--- src/rtl/pmc_params.svh ---
// Purpose: constants of the power mode clock manager
// Assumes: clk_sys at 25 MHz
// Notes: offsets are byte addresses on the apb bus
`ifndef PMC_PARAMS_SVH
`define PMC_PARAMS_SVH
`define PMC_CLK_MHZ 25
`define PMC_OFS_OSC_CTRL 12'h000
`define PMC_OFS_TMR1_CTRL 12'h004
`define PMC_OFS_STATE 12'h008
`define PMC_OFS_STRAP 12'h00C
`define PMC_BIT_IDLE 7
`define PMC_BIT_PRI_ACT 3
`define PMC_BIT_RC_STBL 2
`define PMC_BIT_SEC_ACT 6
`define PMC_BIT_SEC_EN 3
`define PMC_BIT_LF_SRC 7
`define PMC_CSD_NS 2000
`define PMC_CSD_CYC ((`PMC_CSD_NS * `PMC_CLK_MHZ + 999) / 1000)
`define PMC_SETTLE_NS 1000
`define PMC_SETTLE_CYC ((`PMC_SETTLE_NS * `PMC_CLK_MHZ + 999) / 1000)
`define PMC_SW_OLD_CYC 2
`define PMC_SW_NEW_CYC 4
`define PMC_CNT_W 8
`endif

--- src/rtl/pmc_pkg.sv ---
// Purpose: types of the power mode clock manager
// Assumes: nothing
// Notes: none
package pmc_pkg;
  typedef enum logic [1:0]
  {
    PMC_SRC_PRI = 2'b00,
    PMC_SRC_SEC = 2'b01,
    PMC_SRC_RC = 2'b10
  } pmc_src_t;
  typedef enum logic [2:0]
  {
    PMC_ST_RUN = 3'b000,
    PMC_ST_SWITCH = 3'b001,
    PMC_ST_IDLE = 3'b010,
    PMC_ST_SLEEP = 3'b011,
    PMC_ST_WAKE = 3'b100
  } pmc_state_t;
  typedef struct packed
  {
    logic primary_ready;
    logic secondary_running;
    logic fast_rc_ready;
    logic wdt_enable;
    logic fscm_enable;
    logic two_speed_enable;
  } pmc_osc_in_t;
  typedef struct packed
  {
    logic primary_osc_on;
    logic secondary_osc_on;
    logic fast_rc_on;
    logic slow_rc_on;
    logic cpu_clk_en;
    logic periph_clk_en;
    pmc_src_t clk_sel;
  } pmc_clk_out_t;
endpackage

--- src/rtl/pmc_delay.sv ---
// Purpose: down counter for a fixed wait
// Assumes: start is a one-cycle pulse
// Notes: done stays high until next start
`timescale 1ns/100ps
`include "pmc_params.svh"
module pmc_delay
#(
  parameter logic [`PMC_CNT_W-1:0] CYCLES = 8'h01
)
(
  input wire logic clk_sys,
  input wire logic rst,
  input wire logic start,
  output logic done
);
  logic [`PMC_CNT_W-1:0] cnt_q;
  always_ff @(posedge clk_sys)
  begin
    if (rst)
    begin
      cnt_q <= '0;
      done <= 1'b1;
    end
    else if (start)
    begin
      cnt_q <= CYCLES;
      done <= 1'b0;
    end
    else if (cnt_q > 8'h01)
    begin
      cnt_q <= cnt_q - 8'h01;
    end
    else if (!done)
    begin
      cnt_q <= '0;
      done <= 1'b1;
    end
  end
endmodule

--- src/rtl/pmc_sync.sv ---
// Purpose: three-stage synchroniser for one level
// Assumes: input from another clock domain
// Notes: change counts once stages two and three agree
`timescale 1ns/100ps
module pmc_sync
(
  input wire logic clk_sys,
  input wire logic rst,
  input wire logic d,
  output logic q
);
  logic s1_q;
  logic s2_q;
  logic s3_q;
  always_ff @(posedge clk_sys)
  begin
    if (rst)
    begin
      s1_q <= 1'b0;
      s2_q <= 1'b0;
      s3_q <= 1'b0;
      q <= 1'b0;
    end
    else
    begin
      s1_q <= d;
      s2_q <= s1_q;
      s3_q <= s2_q;
      if (s2_q == s3_q)
      begin
        q <= s3_q;
      end
    end
  end
endmodule

--- src/rtl/pmc_top.sv ---
// Purpose: power mode clock manager with apb registers
// Assumes: oscillator status arrives asynchronously; sleep and wake from cpu logic on clk_sys
// Notes: clock gating is expressed as enables and selects for an external clock mux
//
// Our own choices: the APB register port and the register offsets.
`timescale 1ns/100ps
`include "pmc_params.svh"
module pmc_top
  import pmc_pkg::*;
(
  input wire logic clk_sys,
  input wire logic rst,
  input wire logic psel,
  input wire logic penable,
  input wire logic pwrite,
  input wire logic [11:0] paddr,
  input wire logic [31:0] pwdata,
  output logic [31:0] prdata,
  output logic pready,
  output logic pslverr,
  input wire logic sleep_exec,
  input wire logic wake_irq,
  input wire logic wdt_timeout,
  input wire pmc_osc_in_t osc_in,
  output pmc_clk_out_t clk_out,
  output pmc_state_t mode_state
);
  ////////////////////////////////////////////////////////////////////////
  // synchronised oscillator status
  logic pri_rdy;
  logic secondary_run;
  logic rc_rdy;
  pmc_sync u_sync_pri
  (
    .clk_sys(clk_sys),
    .rst(rst),
    .d(osc_in.primary_ready),
    .q(pri_rdy)
  );
  pmc_sync u_sync_sec
  (
    .clk_sys(clk_sys),
    .rst(rst),
    .d(osc_in.secondary_running),
    .q(secondary_run)
  );
  pmc_sync u_sync_rc
  (
    .clk_sys(clk_sys),
    .rst(rst),
    .d(osc_in.fast_rc_ready),
    .q(rc_rdy)
  );
  ////////////////////////////////////////////////////////////////////////
  // registers
  logic idle_on_sleep_q;
  logic clock_select_hi_q;
  logic clock_select_lo_q;
  logic [2:0] rc_freq_select_q;
  logic low_freq_source_select_q;
  logic secondary_osc_enable_q;
  logic primary_clock_active_q;
  logic fast_rc_stable_q;
  logic secondary_clock_active_q;
  logic wr_en;
  logic mapped;
  assign wr_en = psel & penable & pwrite;
  assign mapped = (paddr == `PMC_OFS_OSC_CTRL) || (paddr == `PMC_OFS_TMR1_CTRL)
    || (paddr == `PMC_OFS_STATE) || (paddr == `PMC_OFS_STRAP);
  // control bits change only by software; mode logic never writes them
  always_ff @(posedge clk_sys)
  begin
    if (rst)
    begin
      idle_on_sleep_q <= 1'b0;
      clock_select_hi_q <= 1'b0;
      clock_select_lo_q <= 1'b0;
      rc_freq_select_q <= 3'h0;
      low_freq_source_select_q <= 1'b0;
      secondary_osc_enable_q <= 1'b0;
    end
    else if (wr_en && paddr == `PMC_OFS_OSC_CTRL)
    begin
      idle_on_sleep_q <= pwdata[`PMC_BIT_IDLE];
      rc_freq_select_q <= pwdata[6:4];
      clock_select_hi_q <= pwdata[1];
      clock_select_lo_q <= pwdata[0];
    end
    else if (wr_en && paddr == `PMC_OFS_TMR1_CTRL)
    begin
      low_freq_source_select_q <= pwdata[`PMC_BIT_LF_SRC];
      secondary_osc_enable_q <= pwdata[`PMC_BIT_SEC_EN];
    end
  end
  // apb answers in the access cycle
  always_ff @(posedge clk_sys)
  begin
    if (rst)
    begin
      prdata <= 32'h0000_0000;
      pready <= 1'b0;
      pslverr <= 1'b0;
    end
    else
    begin
      pready <= psel & ~penable;
      pslverr <= psel & ~penable & ~mapped;
      prdata <= 32'h0000_0000;
      if (psel && !penable && !pwrite)
      begin
        case (paddr)
          `PMC_OFS_OSC_CTRL:
          begin
            prdata <= {24'h0000_00, idle_on_sleep_q, rc_freq_select_q, primary_clock_active_q,
              fast_rc_stable_q, clock_select_hi_q, clock_select_lo_q};
          end
          `PMC_OFS_TMR1_CTRL:
          begin
            prdata <= {24'h0000_00, low_freq_source_select_q, secondary_clock_active_q, 2'b00,
              secondary_osc_enable_q, 3'b000};
          end
          `PMC_OFS_STATE:
          begin
            prdata <= {27'h000_0000, mode_state, clk_out.clk_sel};
          end
          `PMC_OFS_STRAP:
          begin
            prdata <= {26'h000_0000, pri_rdy, secondary_run, rc_rdy, osc_in.wdt_enable,
              osc_in.fscm_enable, osc_in.two_speed_enable};
          end
          default:
          begin
            prdata <= 32'h0000_0000;
          end
        endcase
      end
    end
  end
  ////////////////////////////////////////////////////////////////////////
  // source decode
  pmc_src_t want_src;
  assign want_src = clock_select_hi_q ? PMC_SRC_RC : (clock_select_lo_q ? PMC_SRC_SEC : PMC_SRC_PRI);
  logic fast_req;
  assign fast_req = (rc_freq_select_q != 3'h0) | low_freq_source_select_q;
  ////////////////////////////////////////////////////////////////////////
  // delays
  logic csd_start;
  logic csd_done;
  logic sw_start;
  logic sw_done;
  logic settle_start;
  logic settle_done;
  logic fast_req_q;
  pmc_delay #(.CYCLES(8'(`PMC_CSD_CYC))) u_csd
  (
    .clk_sys(clk_sys),
    .rst(rst),
    .start(csd_start),
    .done(csd_done)
  );
  pmc_delay #(.CYCLES(8'(`PMC_SW_OLD_CYC + `PMC_SW_NEW_CYC))) u_switch
  (
    .clk_sys(clk_sys),
    .rst(rst),
    .start(sw_start),
    .done(sw_done)
  );
  pmc_delay #(.CYCLES(8'(`PMC_SETTLE_CYC))) u_settle
  (
    .clk_sys(clk_sys),
    .rst(rst),
    .start(settle_start),
    .done(settle_done)
  );
  always_ff @(posedge clk_sys)
  begin
    if (rst)
    begin
      fast_req_q <= 1'b0;
    end
    else
    begin
      fast_req_q <= fast_req;
    end
  end
  assign settle_start = fast_req & ~fast_req_q;
  ////////////////////////////////////////////////////////////////////////
  // mode state machine
  pmc_state_t state_q;
  pmc_src_t cur_src_q;
  logic wake;
  logic wake_pri_wait_q;
  assign wake = wake_irq | wdt_timeout;
  assign mode_state = state_q;
  assign sw_start = (state_q == PMC_ST_RUN) && (want_src != cur_src_q) && !sleep_exec;
  assign csd_start = (state_q == PMC_ST_IDLE || state_q == PMC_ST_SLEEP) && wake;
  always_ff @(posedge clk_sys)
  begin
    if (rst)
    begin
      state_q <= PMC_ST_RUN;
      cur_src_q <= PMC_SRC_PRI;
      wake_pri_wait_q <= 1'b0;
    end
    else
    begin
      case (state_q)
        PMC_ST_RUN:
        begin
          if (sleep_exec)
          begin
            if (!idle_on_sleep_q)
            begin
              state_q <= PMC_ST_SLEEP;
            end
            else if (want_src == PMC_SRC_SEC && !secondary_osc_enable_q)
            begin
              state_q <= PMC_ST_RUN;
            end
            else
            begin
              state_q <= PMC_ST_IDLE;
              cur_src_q <= want_src;
            end
          end
          else if (want_src != cur_src_q && !(want_src == PMC_SRC_SEC && !secondary_osc_enable_q))
          begin
            state_q <= PMC_ST_SWITCH;
          end
        end
        PMC_ST_SWITCH:
        begin
          // old source keeps clocking until the switch delay ends and, for a switch to the primary, until it is ready
          if (sw_done && (want_src != PMC_SRC_PRI || pri_rdy))
          begin
            cur_src_q <= want_src;
            state_q <= PMC_ST_RUN;
          end
        end
        PMC_ST_IDLE:
        begin
          if (wake)
          begin
            state_q <= PMC_ST_WAKE;
          end
        end
        PMC_ST_SLEEP:
        begin
          if (wake)
          begin
            state_q <= PMC_ST_WAKE;
            cur_src_q <= want_src;
            wake_pri_wait_q <= (want_src == PMC_SRC_PRI);
          end
        end
        PMC_ST_WAKE:
        begin
          if (wake_pri_wait_q && pri_rdy)
          begin
            wake_pri_wait_q <= 1'b0;
          end
          if (csd_done && (!wake_pri_wait_q || pri_rdy))
          begin
            state_q <= PMC_ST_RUN;
          end
        end
        default:
        begin
          state_q <= PMC_ST_RUN;
        end
      endcase
    end
  end
  ////////////////////////////////////////////////////////////////////////
  // clock status flags
  logic in_sleep;
  assign in_sleep = (state_q == PMC_ST_SLEEP);
  always_ff @(posedge clk_sys)
  begin
    if (rst)
    begin
      primary_clock_active_q <= 1'b1;
      fast_rc_stable_q <= 1'b0;
      secondary_clock_active_q <= 1'b0;
    end
    else if (in_sleep)
    begin
      primary_clock_active_q <= 1'b0;
      fast_rc_stable_q <= 1'b0;
      secondary_clock_active_q <= 1'b0;
    end
    else if (state_q != PMC_ST_IDLE)
    begin
      primary_clock_active_q <= (cur_src_q == PMC_SRC_PRI) && pri_rdy;
      secondary_clock_active_q <= (cur_src_q == PMC_SRC_SEC);
      if (cur_src_q != PMC_SRC_RC || !fast_req)
      begin
        fast_rc_stable_q <= 1'b0;
      end
      else if (settle_done && rc_rdy && !settle_start)
      begin
        fast_rc_stable_q <= 1'b1;
      end
    end
  end
  ////////////////////////////////////////////////////////////////////////
  // clock enables and oscillator controls
  logic sw_to_pri;
  logic waking_pri;
  assign sw_to_pri = (state_q == PMC_ST_SWITCH) && (want_src == PMC_SRC_PRI);
  assign waking_pri = (state_q == PMC_ST_WAKE) && wake_pri_wait_q;
  always_ff @(posedge clk_sys)
  begin
    if (rst)
    begin
      clk_out <= '{primary_osc_on: 1'b1, secondary_osc_on: 1'b0, fast_rc_on: 1'b0, slow_rc_on: 1'b1,
        cpu_clk_en: 1'b1, periph_clk_en: 1'b1, clk_sel: PMC_SRC_PRI};
    end
    else
    begin
      clk_out.primary_osc_on <= !in_sleep && (cur_src_q == PMC_SRC_PRI || sw_to_pri || waking_pri);
      clk_out.secondary_osc_on <= secondary_osc_enable_q;
      clk_out.fast_rc_on <= !in_sleep && fast_req;
      clk_out.slow_rc_on <= (!in_sleep && cur_src_q == PMC_SRC_RC && !fast_req)
        || osc_in.wdt_enable || osc_in.fscm_enable;
      clk_out.cpu_clk_en <= (state_q == PMC_ST_RUN || state_q == PMC_ST_SWITCH)
        || (state_q == PMC_ST_WAKE && csd_done && (!wake_pri_wait_q || pri_rdy));
      clk_out.periph_clk_en <= !in_sleep && !(waking_pri && !pri_rdy
        && !osc_in.two_speed_enable && !osc_in.fscm_enable)
        && !(cur_src_q == PMC_SRC_SEC && !secondary_run);
      clk_out.clk_sel <= (waking_pri && !pri_rdy && (osc_in.two_speed_enable || osc_in.fscm_enable))
        ? PMC_SRC_RC : cur_src_q;
    end
  end
endmodule

--- config.mk ---
export PLATFORM = sky130hd
export DESIGN_NAME = pmc_top
export DESIGN_NICKNAME = d
export VERILOG_FILES = /design/src/rtl/pmc_pkg.sv /design/src/rtl/pmc_delay.sv /design/src/rtl/pmc_sync.sv /design/src/rtl/pmc_top.sv
export VERILOG_INCLUDE_DIRS = /design/src /design/src/rtl
export SDC_FILE = /design/constraint.sdc
export NUM_CORES = 1
export LEC_CHECK = 0
export BUFFER_PORTS_ARGS = -buffer_cell sky130_fd_sc_hd__buf_2
export CAP_MARGIN = 20
export CORE_MARGIN = 2
export CORE_UTILIZATION = 30
export CTS_CLUSTER_SIZE = 10
export DETAILED_ROUTE_END_ITERATION = 16
export PLACE_DENSITY = 0.5
export SLEW_MARGIN = 40
export SYNTH_ARGS = -nofsm -noshare
export SYNTH_HDL_FRONTEND = slang
export SYNTH_SLANG_ARGS = --single-unit
--- constraint.sdc ---
create_clock -name clk_sys -period 1.95 [get_ports clk_sys]
set_input_delay 0.39 -clock clk_sys [delete_from_list [all_inputs] [get_ports clk_sys]]
set_output_delay 0.39 -clock clk_sys [all_outputs]
set_load 0.02 [all_outputs]
# Word-level counts from Yosys, hierarchy flattened
# Index checks and enable logic that the tools add are counted.
# word_totals
register_bits	99
latchBits	0
ramBits	0
mem_bits_ro	0
input_bits	58
output_inout_bits	45
word_cells	218
n_memories	0
# classes
addsub	3
multipliers	0
n_div	0
n_lt_le_gt_ge	3
n_eq_ne	34
shift	0
muxes	40
bitwise_logic	12
reduce_logical	81
# op_table
cell	count
8-bit two-way mux	6
8-bit one-hot mux with 4 select lines	1
1-bit logical AND	30
2-bit != test, second input constant	14
12-bit by 4-bit equality test with 1-bit output, second input constant	2
8-bit by 1-bit > comparator with 1-bit output, second input constant	3
8-bit by 1-bit subtractor with 8-bit output, second input constant	3
2-bit two-way mux	9
3-bit two-way mux	6
1-bit logical NOT	15
1-bit logical OR	14
2-bit OR reduction	7
1-bit two-way mux	13
12-bit by 3-bit equality test with 1-bit output, second input constant	1
12-bit logical NOT	1
3-bit != test, second input constant	4
3-bit one-hot mux with 4 select lines	1
2-bit nonzero test	4
3-bit by 2-bit equality test with 1-bit output, second input constant	2
6-bit two-way mux	1
2-bit one-hot mux with 3 select lines	1
6-bit AND reduction	1
3-bit nonzero test	2
1-bit AND	5
17 further kinds	27

# Logic depth before layout (Yosys ltp)
# Gate-level depths: netlist of run 1.
# depth
ltp_word	9
depth_mapped	6
mapped_depth_nobuf	6

# Modules after synthesis
# A second synthesis of run 1 with hierarchy kept.
# hier_totals
cells_unflattened	407
hier_area_um2	3608.5
# by_module_without_submodules
mod	n_inst	cells_per_inst	area_each_um2
pmc_top	1	207	1826.8
pmc_delay (u_csd)	1	60	491.7
pmc_delay (u_settle)	1	55	479.2
pmc_delay (u_switch)	1	55	473.0
pmc_sync	3	10	112.6

# Least setup slack after synthesis of run 1
# Ideal clock, no wire load.
# synth_path
kind	reg-to-reg
from	register u_switch.cnt_q[2]
to	register u_switch.cnt_q[1]
setup_time_ns	0.066
t_arrival_ns	1.706
required_ns	1.884
slack_ns	0.178
stages_incl_launch_ff	5
synth_period_minus_slack_ns	1.772
cell_sequence	dfxtp_1 -> or4_4 -> nor4_4 -> mux2_4 -> a21oi_2
# synth_between
elab_chain_len	3
elab_cells_between_ends	4
# synth_lines
element	line_no	source
from (decl)	pmc_delay.sv:16	logic [`PMC_CNT_W-1:0] cnt_q;
from (signal assigned)	pmc_delay.sv:31	cnt_q <= cnt_q - 8'h01;
8-bit by 1-bit > comparator with 1-bit output (*)	pmc_delay.sv:29	else if (cnt_q > 8'h01)
8-bit two-way mux	pmc_delay.sv:29	
3-bit two-way mux	pmc_delay.sv:24	else if (start)
# Every way passes the cells marked *; elsewhere a longest branch is shown, timed or not.
# A chain may end at the register's enable or synchronous reset.

# Final worst setup path of run 1
# layout_path
from	register u_csd.cnt_q[5]
to	register u_csd.cnt_q[1]
# layout_between
elab_chain_len	3
elab_cells_between_ends	4
# layout_lines
element	line_no
from (decl)	pmc_delay.sv:16
from (signal assigned)	pmc_delay.sv:31
8-bit by 1-bit > comparator with 1-bit output (*)	pmc_delay.sv:29
8-bit two-way mux	pmc_delay.sv:29
6-bit two-way mux	pmc_delay.sv:24
# Marks and branches as above.

==> qor.txt, run 1 <==
Total negative setup slack -> 0 ns
Global route overflow -> 0
Core area -> 11400 um^2
Most common cell after layout, fill and taps aside -> dfxtp_1
Largest net degree at the start of global routing -> 46
CP endpoint kind -> register
#FFs+latches synth -> 75
Hold path depth -> 2
Startpoint types -> register
Total Nets Final -> 515
Critical path's slowest cell -> or4_1
Vias in the first global route -> 2781
Crit Path Max Fanout -> 7
Setup-failing EPs final -> 0
PD cells -> 1170 nW/um^2
Post-route clock skew -> 0.00582 ns
Via count -> 2835
Die area -> 12500 um^2
Clk_lat worst skew -> 0.33 ns
Mean routed wirelength per cell -> 12.9 um
Rows -> 39
CTS sink count -> 75
Max-cap violation count -> 0
Layout cell share with drive strength beyond 1 -> 24.9%
Worst Max-Slew Pin Slew -> 0.495 ns
Avg Inst Size Synth -> 9.04 um^2
Total Power -> 4.90 mW
Fin. max-slew vios -> 0
FF-to-FF End -> u_csd.cnt_q[1]
EDFF count, synth -> 0
CTS buffer count -> 9
Mapped Area -> 3480 um^2
Die height -> 112 um
Worst-path clk slew -> 0.06 ns
Root buf cell -> clkbuf_16
H-tree depth -> 3
Hold endpoint -> clk_out[4]
Top Ports -> 103
Worst path max stage delay -> 0.57 ns
CP Cell Sequence -> or4_1 -> nor3_2 -> nor2_1 -> o31a_1
DP Cell Count -> 583
Setup bufs post-CTS -> 0
Sequential area share after synthesis -> 43.1%
Rel. slew slack -> 66.7%
Final min period -> 1.74 ns
Top-area cell type share of the netlist area -> 43.1%
Vias per cell -> 4.75
Synth area leaders -> dfxtp_1, nor2_1, buf_4
CP arrival -> 1.96 ns
Starting density of the core -> 30.6%
RSZ-0062 raised after global routing -> false
Most frequent cells in the layout -> dfxtp_1, buf_2, nor2_1
Initial DRT Pass Iterations -> 4
DIE WIDTH -> 112 um
Ant diodes -> 0
Final ANT Viol Nets -> 0
Layout overhead on the synthesized area -> 19.9%
Quantity of hold-fixing buffers added after cts -> 0
Synth area leader -> dfxtp_1
Fin crit share -> 89.2%
Worst VDD drop -> 0.412 mV
Setup CP Type -> register to register
TritonCTS clock tree -> yes
Post-Layout Cell Count -> 597
R2R depth -> 4
Flop-to-flop setup slack -> 0.21 ns
Mapped Cells -> 385
Routed WL -> 7.73 mm
Port bufs -> 53
Status -> complete, no violations
Most used DFF post-synth -> dfxtp_1
Residual DRC -> 0
First-pass GRT wire length -> 13.3 mm
Ys async rst share -> 0%
RePlAce Congestion -> 0.773
Reg-to-reg startpoint -> u_csd.cnt_q[5]
Cts repair resizes -> 0
HP Class -> input pin to register
Max Clk Rate -> 575 MHz
Synth cell types -> 59
Initial DRC count -> 53
Detailed Place HPWL -> 5.76 mm
Yosys warning count -> 0
Hold Fails Final Rpt -> 0
GRT Total Usage -> 13.2%
Worst hold path startpoint -> osc_in[2]
Fillers -> 1198
CTS Buffer Depth -> 2
Leakage -> 1.78 nW
CP required -> 2.17 ns
Antenna violations before repair -> 1
-- metal layers --
layer	share of wire, %	wire length, um	vias up	GRT usage, %
met5	0	0	-	0
met4	1.6	124	0	6.09
met3	5.7	443	9	2.94
met2	43	3320	72	20.2
met1	50	3840	1316	17.7
li1	-	-	1438	-
-- critical path, delay by kind of cell (launching register included) --
family	cells	cell delay (ns)
compound gates	1	0.28
flops	1	0.33
simple gates	3	1.03
-- kinds of logic (layout without fill, tap and decap cells) --
family                     Yosys count  count (layout)  share of synthesized area, %
xor gates and xnor gates             8               8                          2.01
adders and majority gates            6               6                          2.16
muxes                               23              23                          7.30
other                                1              24                         0.108
buffers and inverters               48              94                          7.84
DFF                                 75              75                          43.1
and+or+nand+nor                    167             167                          26.9
AOI/OAI and AO/OA                   57              57                          10.6
-- sequential cells by signal, indices dropped and copies added (netlist names), 2 cells and up --
name              count
clk_out               8
cur_src_q             2
prdata                8
mode_state            3
u_settle.cnt_q        8
u_csd.cnt_q           8
rc_freq_select_q      3
u_switch.cnt_q        8
-- stage by stage --
step	worst slack, ns	util [%]	hold WS, ns	cell area, um^2
floorplan	0.178	-	0.414	3570
global placement	0.169	34.4	0.424	3920
detailed placement	0.153	34.4	0.433	3920
CTS	0.190	36.7	0.258	4170
global route	0.0835	36.7	0.275	4170
finish	0.211	36.7	0.269	4170
-- cells in the mapped netlist, types with 8 or more instances --
cell type	count
clkbuf_1	12
nor3_1	10
buf_4	24
a21oi_1	16
nor2b_1	16
mux2i_1	16
inv_1	9
nand2_1	19
nor4_1	8
a31oi_1	8
o21ai_0	9
nor2_1	51
dfxtp_1	75
-- how the worst max path moves through the flow --
stage | end | startpoint | depth (start not counted)
final | u_csd.cnt_q[1] | u_csd.cnt_q[5] | 4
after global routing | u_switch.cnt_q[4] | u_switch.cnt_q[0] | 7
after CTS | u_csd.cnt_q[1] | u_csd.cnt_q[5] | 4
after detailed placement | prdata[7] | rst | 5
after global placement | clock_select_hi_q | paddr[2] | 5
after floorplan | u_switch.cnt_q[1] | u_switch.cnt_q[2] | 4
-- final cells by class --
type	count	area [um^2]	area share, %
timing repair buffer	70	405	9.71
inverter	10	37.5	0.899
clock buffer	9	225	5.40
sequential	75	1500	36.0
clock inverter	5	32.5	0.779
multi-input combinational	285	1790	43.0
tap	143	179	4.29
-- where the power goes --
| part | internal (mW) | leakage, nW | switching (mW) | total, mW |
|---|---|---|---|---|
| combinational | 0.794 | 1.05 | 0.762 | 1.56 |
| sequential | 1.72 | 0.612 | 0.173 | 1.90 |
| clock | 0.840 | 0.119 | 0.612 | 1.45 |
Power figures use the tool's default switching activity.
==> run 2: changes to the inputs <==
--- a/config.mk
+++ b/config.mk
@@ -16,4 +16,5 @@
 export SLEW_MARGIN = 40
 export SYNTH_ARGS = -nofsm -noshare
 export SYNTH_HDL_FRONTEND = slang
+export SYNTH_HIERARCHICAL = 1
 export SYNTH_SLANG_ARGS = --single-unit
==> run 2 against run 1 <==
Net effect: utilization shrank 0.38 points; routed wire length grew 5.2%; critical endpoint is now u_settle/cnt_q[4]; synthesized cell count grew 5.7%; critical path type unchanged; critical path depth grew 1; combinational power grew 38%; sequential share of layout area shrank 1.1 points; design area grew 3.2%; die area grew 3.5%.
==> qor.txt, run 2 <==
Post-route clock skew -> 0.00621 ns
H-tree depth -> 3
Top-area cell type share of the netlist area -> 41.6%
Starting density of the core -> 30.4%
Most common cell after layout, fill and taps aside -> dfxtp_1
Total negative setup slack -> 0 ns
FF-to-FF End -> u_settle/cnt_q[4]
Synth cell types -> 62
Flop-to-flop setup slack -> 0.17 ns
Rows -> 40
Mapped Cells -> 407
DIE WIDTH -> 114 um
Largest net degree at the start of global routing -> 55
Initial DRC count -> 99
Routed WL -> 8.13 mm
Worst VDD drop -> 0.470 mV
Global route overflow -> 0
Critical path's slowest cell -> or3b_2
Worst Max-Slew Pin Slew -> 0.542 ns
HP Class -> input pin to register
Worst path max stage delay -> 0.47 ns
CTS sink count -> 75
Port bufs -> 53
Setup bufs post-CTS -> 0
Final min period -> 1.78 ns
Most frequent cells in the layout -> dfxtp_1, buf_2, nor2_1
Die area -> 12900 um^2
CP Cell Sequence -> inv_1 -> ha_1 -> or3b_2 -> or3_2 -> a21oi_1
Yosys warning count -> 6
Ant diodes -> 0
Fin crit share -> 91.3%
Setup CP Type -> register to register
Core area -> 11900 um^2
Total Nets Final -> 531
Antenna violations before repair -> 0
Sequential area share after synthesis -> 41.6%
Initial DRT Pass Iterations -> 4
Rel. slew slack -> 63.8%
Most used DFF post-synth -> dfxtp_1
CP arrival -> 2.05 ns
Crit Path Max Fanout -> 7
CP required -> 2.22 ns
Final ANT Viol Nets -> 0
Critical path depth -> 5
Fin. max-slew vios -> 0
TritonCTS clock tree -> yes
Status -> complete, no violations
Root buf cell -> clkbuf_16
#FFs+latches synth -> 75
R2R depth -> 5
Layout overhead on the synthesized area -> 19.4%
Top Ports -> 103
Most numerous cell in the Yosys netlist -> dfxtp_1
DP Cell Count -> 603
Worst-path clk slew -> 0.06 ns
Die height -> 114 um
EDFF count, synth -> 0
Max-cap violation count -> 0
Mean routed wirelength per cell -> 13.1 um
CTS buffer count -> 9
Reg-to-reg startpoint -> u_settle/cnt_q[0]
Top post-synthesis cells by count -> dfxtp_1, nor2_1, a21oi_1
GRT Total Usage -> 13.1%
Quantity of hold-fixing buffers added after cts -> 0
Crit. Startpoint -> u_settle/cnt_q[0]
Startpoint types -> register
Setup-failing EPs final -> 0
RePlAce Congestion -> 0.779
Worst Path Buf+Inv -> 1
Layout cell share with drive strength beyond 1 -> 23.7%
Cell family with most CP delay -> simple AND/OR/NAND/NOR gates
Mapped Area -> 3610 um^2
Synth area leaders -> dfxtp_1, buf_4, nor2_1
Clk_lat worst skew -> 0.33 ns
Worst setup path end -> u_settle/cnt_q[4]
Cts repair resizes -> 0
Avg Inst Size Synth -> 8.87 um^2
RSZ-0062 raised after global routing -> false
Synth area leader -> dfxtp_1
Max Clk Rate -> 562 MHz
Via count -> 2986
Leakage -> 1.74 nW
Detailed Place HPWL -> 5.88 mm
Ys async rst share -> 0%
Post-Layout Cell Count -> 619
First-pass GRT wire length -> 13.4 mm
Residual DRC -> 0
CTS Buffer Depth -> 2
Hold Fails Final Rpt -> 0
Vias per cell -> 4.82
PD cells -> 1360 nW/um^2
CP endpoint kind -> register
Vias in the first global route -> 2757
[run 2: cell types whose count changed in the layout (fill, tap and decap cells not counted), sizes merged, moves of 5 or more]
| cell | previous run | this run |
|---|---|---|
| o21ai | 9 | 14 |
| a21oi | 17 | 33 |
| inv | 9 | 17 |
| nor2 | 51 | 46 |
| buf | 70 | 65 |
| nor3b | 2 | 7 |
| o31ai | 0 | 6 |
| nand3b | 7 | 2 |
[run 2: cell families (layout without fill, tap and decap cells)]
kind of cell             count (synthesis)  in the layout  synth area share, %
AND/OR/NAND/NOR                        157            157                 25.2
AO/OA/AOI/OAI                           92             92                 16.4
flip-flops                              75             75                 41.6
buffers and inverters                   56             98                 8.63
multiplexers                            18             18                 5.48
adder cells (fa/ha/maj)                  6              6                 2.08
XOR/XNOR                                 2              2                0.486
other                                    1             24                0.104
[run 2: how the worst min path moves through the flow]
stage / slack, ns / cells past startpoint / from / endpoint
after floorplan: 0.41 / 1 / u_sync_pri/s1_q / u_sync_pri/s2_q
after global placement: 0.43 / 1 / u_sync_rc/s1_q / u_sync_rc/s2_q
after detailed placement: 0.43 / 1 / u_sync_rc/s1_q / u_sync_rc/s2_q
after CTS: 0.25 / 2 / penable / pready
after global routing: 0.27 / 2 / penable / pready
final: 0.26 / 2 / penable / pready
[run 2: power breakdown]
part	internal, mW	leakage, nW	switching, mW
Combinational	0.993	0.980	1.15
Clock	1.06	0.153	0.615
Sequential	1.78	0.612	0.287
[run 2: per-layer routing]
layer | vias to the layer above | track usage, % | wire [um]
met5 | - | 0 | 0
li1 | 1527 | - | -
met4 | 0 | 5.53 | 159
met3 | 12 | 3.61 | 377
met2 | 60 | 20.9 | 3690
met1 | 1387 | 16.7 | 3910
[run 2: metrics by stage]
step                      cell area (um^2)  total power, mW  setup WS [ns]  hold slack, ns  util [%]
after floorplan                       3700             3.69         0.0926           0.414         -
after global placement                4000             4.20          0.142           0.427      33.8
after detailed placement              4000             4.23          0.119           0.427      33.8
after CTS                             4310             5.94          0.157           0.247      36.3
after global routing                  4310             6.32         0.0601           0.268      36.3
final                                 4310             5.88          0.169           0.255      36.3
[run 2: worst register-to-register path, stage by stage, from the launching register on]
cell and delay, ns:
dfxtp_1 0.37, inv_1 0.10, ha_1 0.24, or3b_2 0.47, or3_2 0.42, a21oi_1 0.13
[run 2: area by class of cell]
class                      count  area [um^2]
sequential                    75         1500
inverter                      17         63.8
timing repair buffer          65          368
multi-input combinational    299         1890
tap                          147          184
clock buffer                  12          256
clock inverter                 4         48.8
fill                        1215         7550
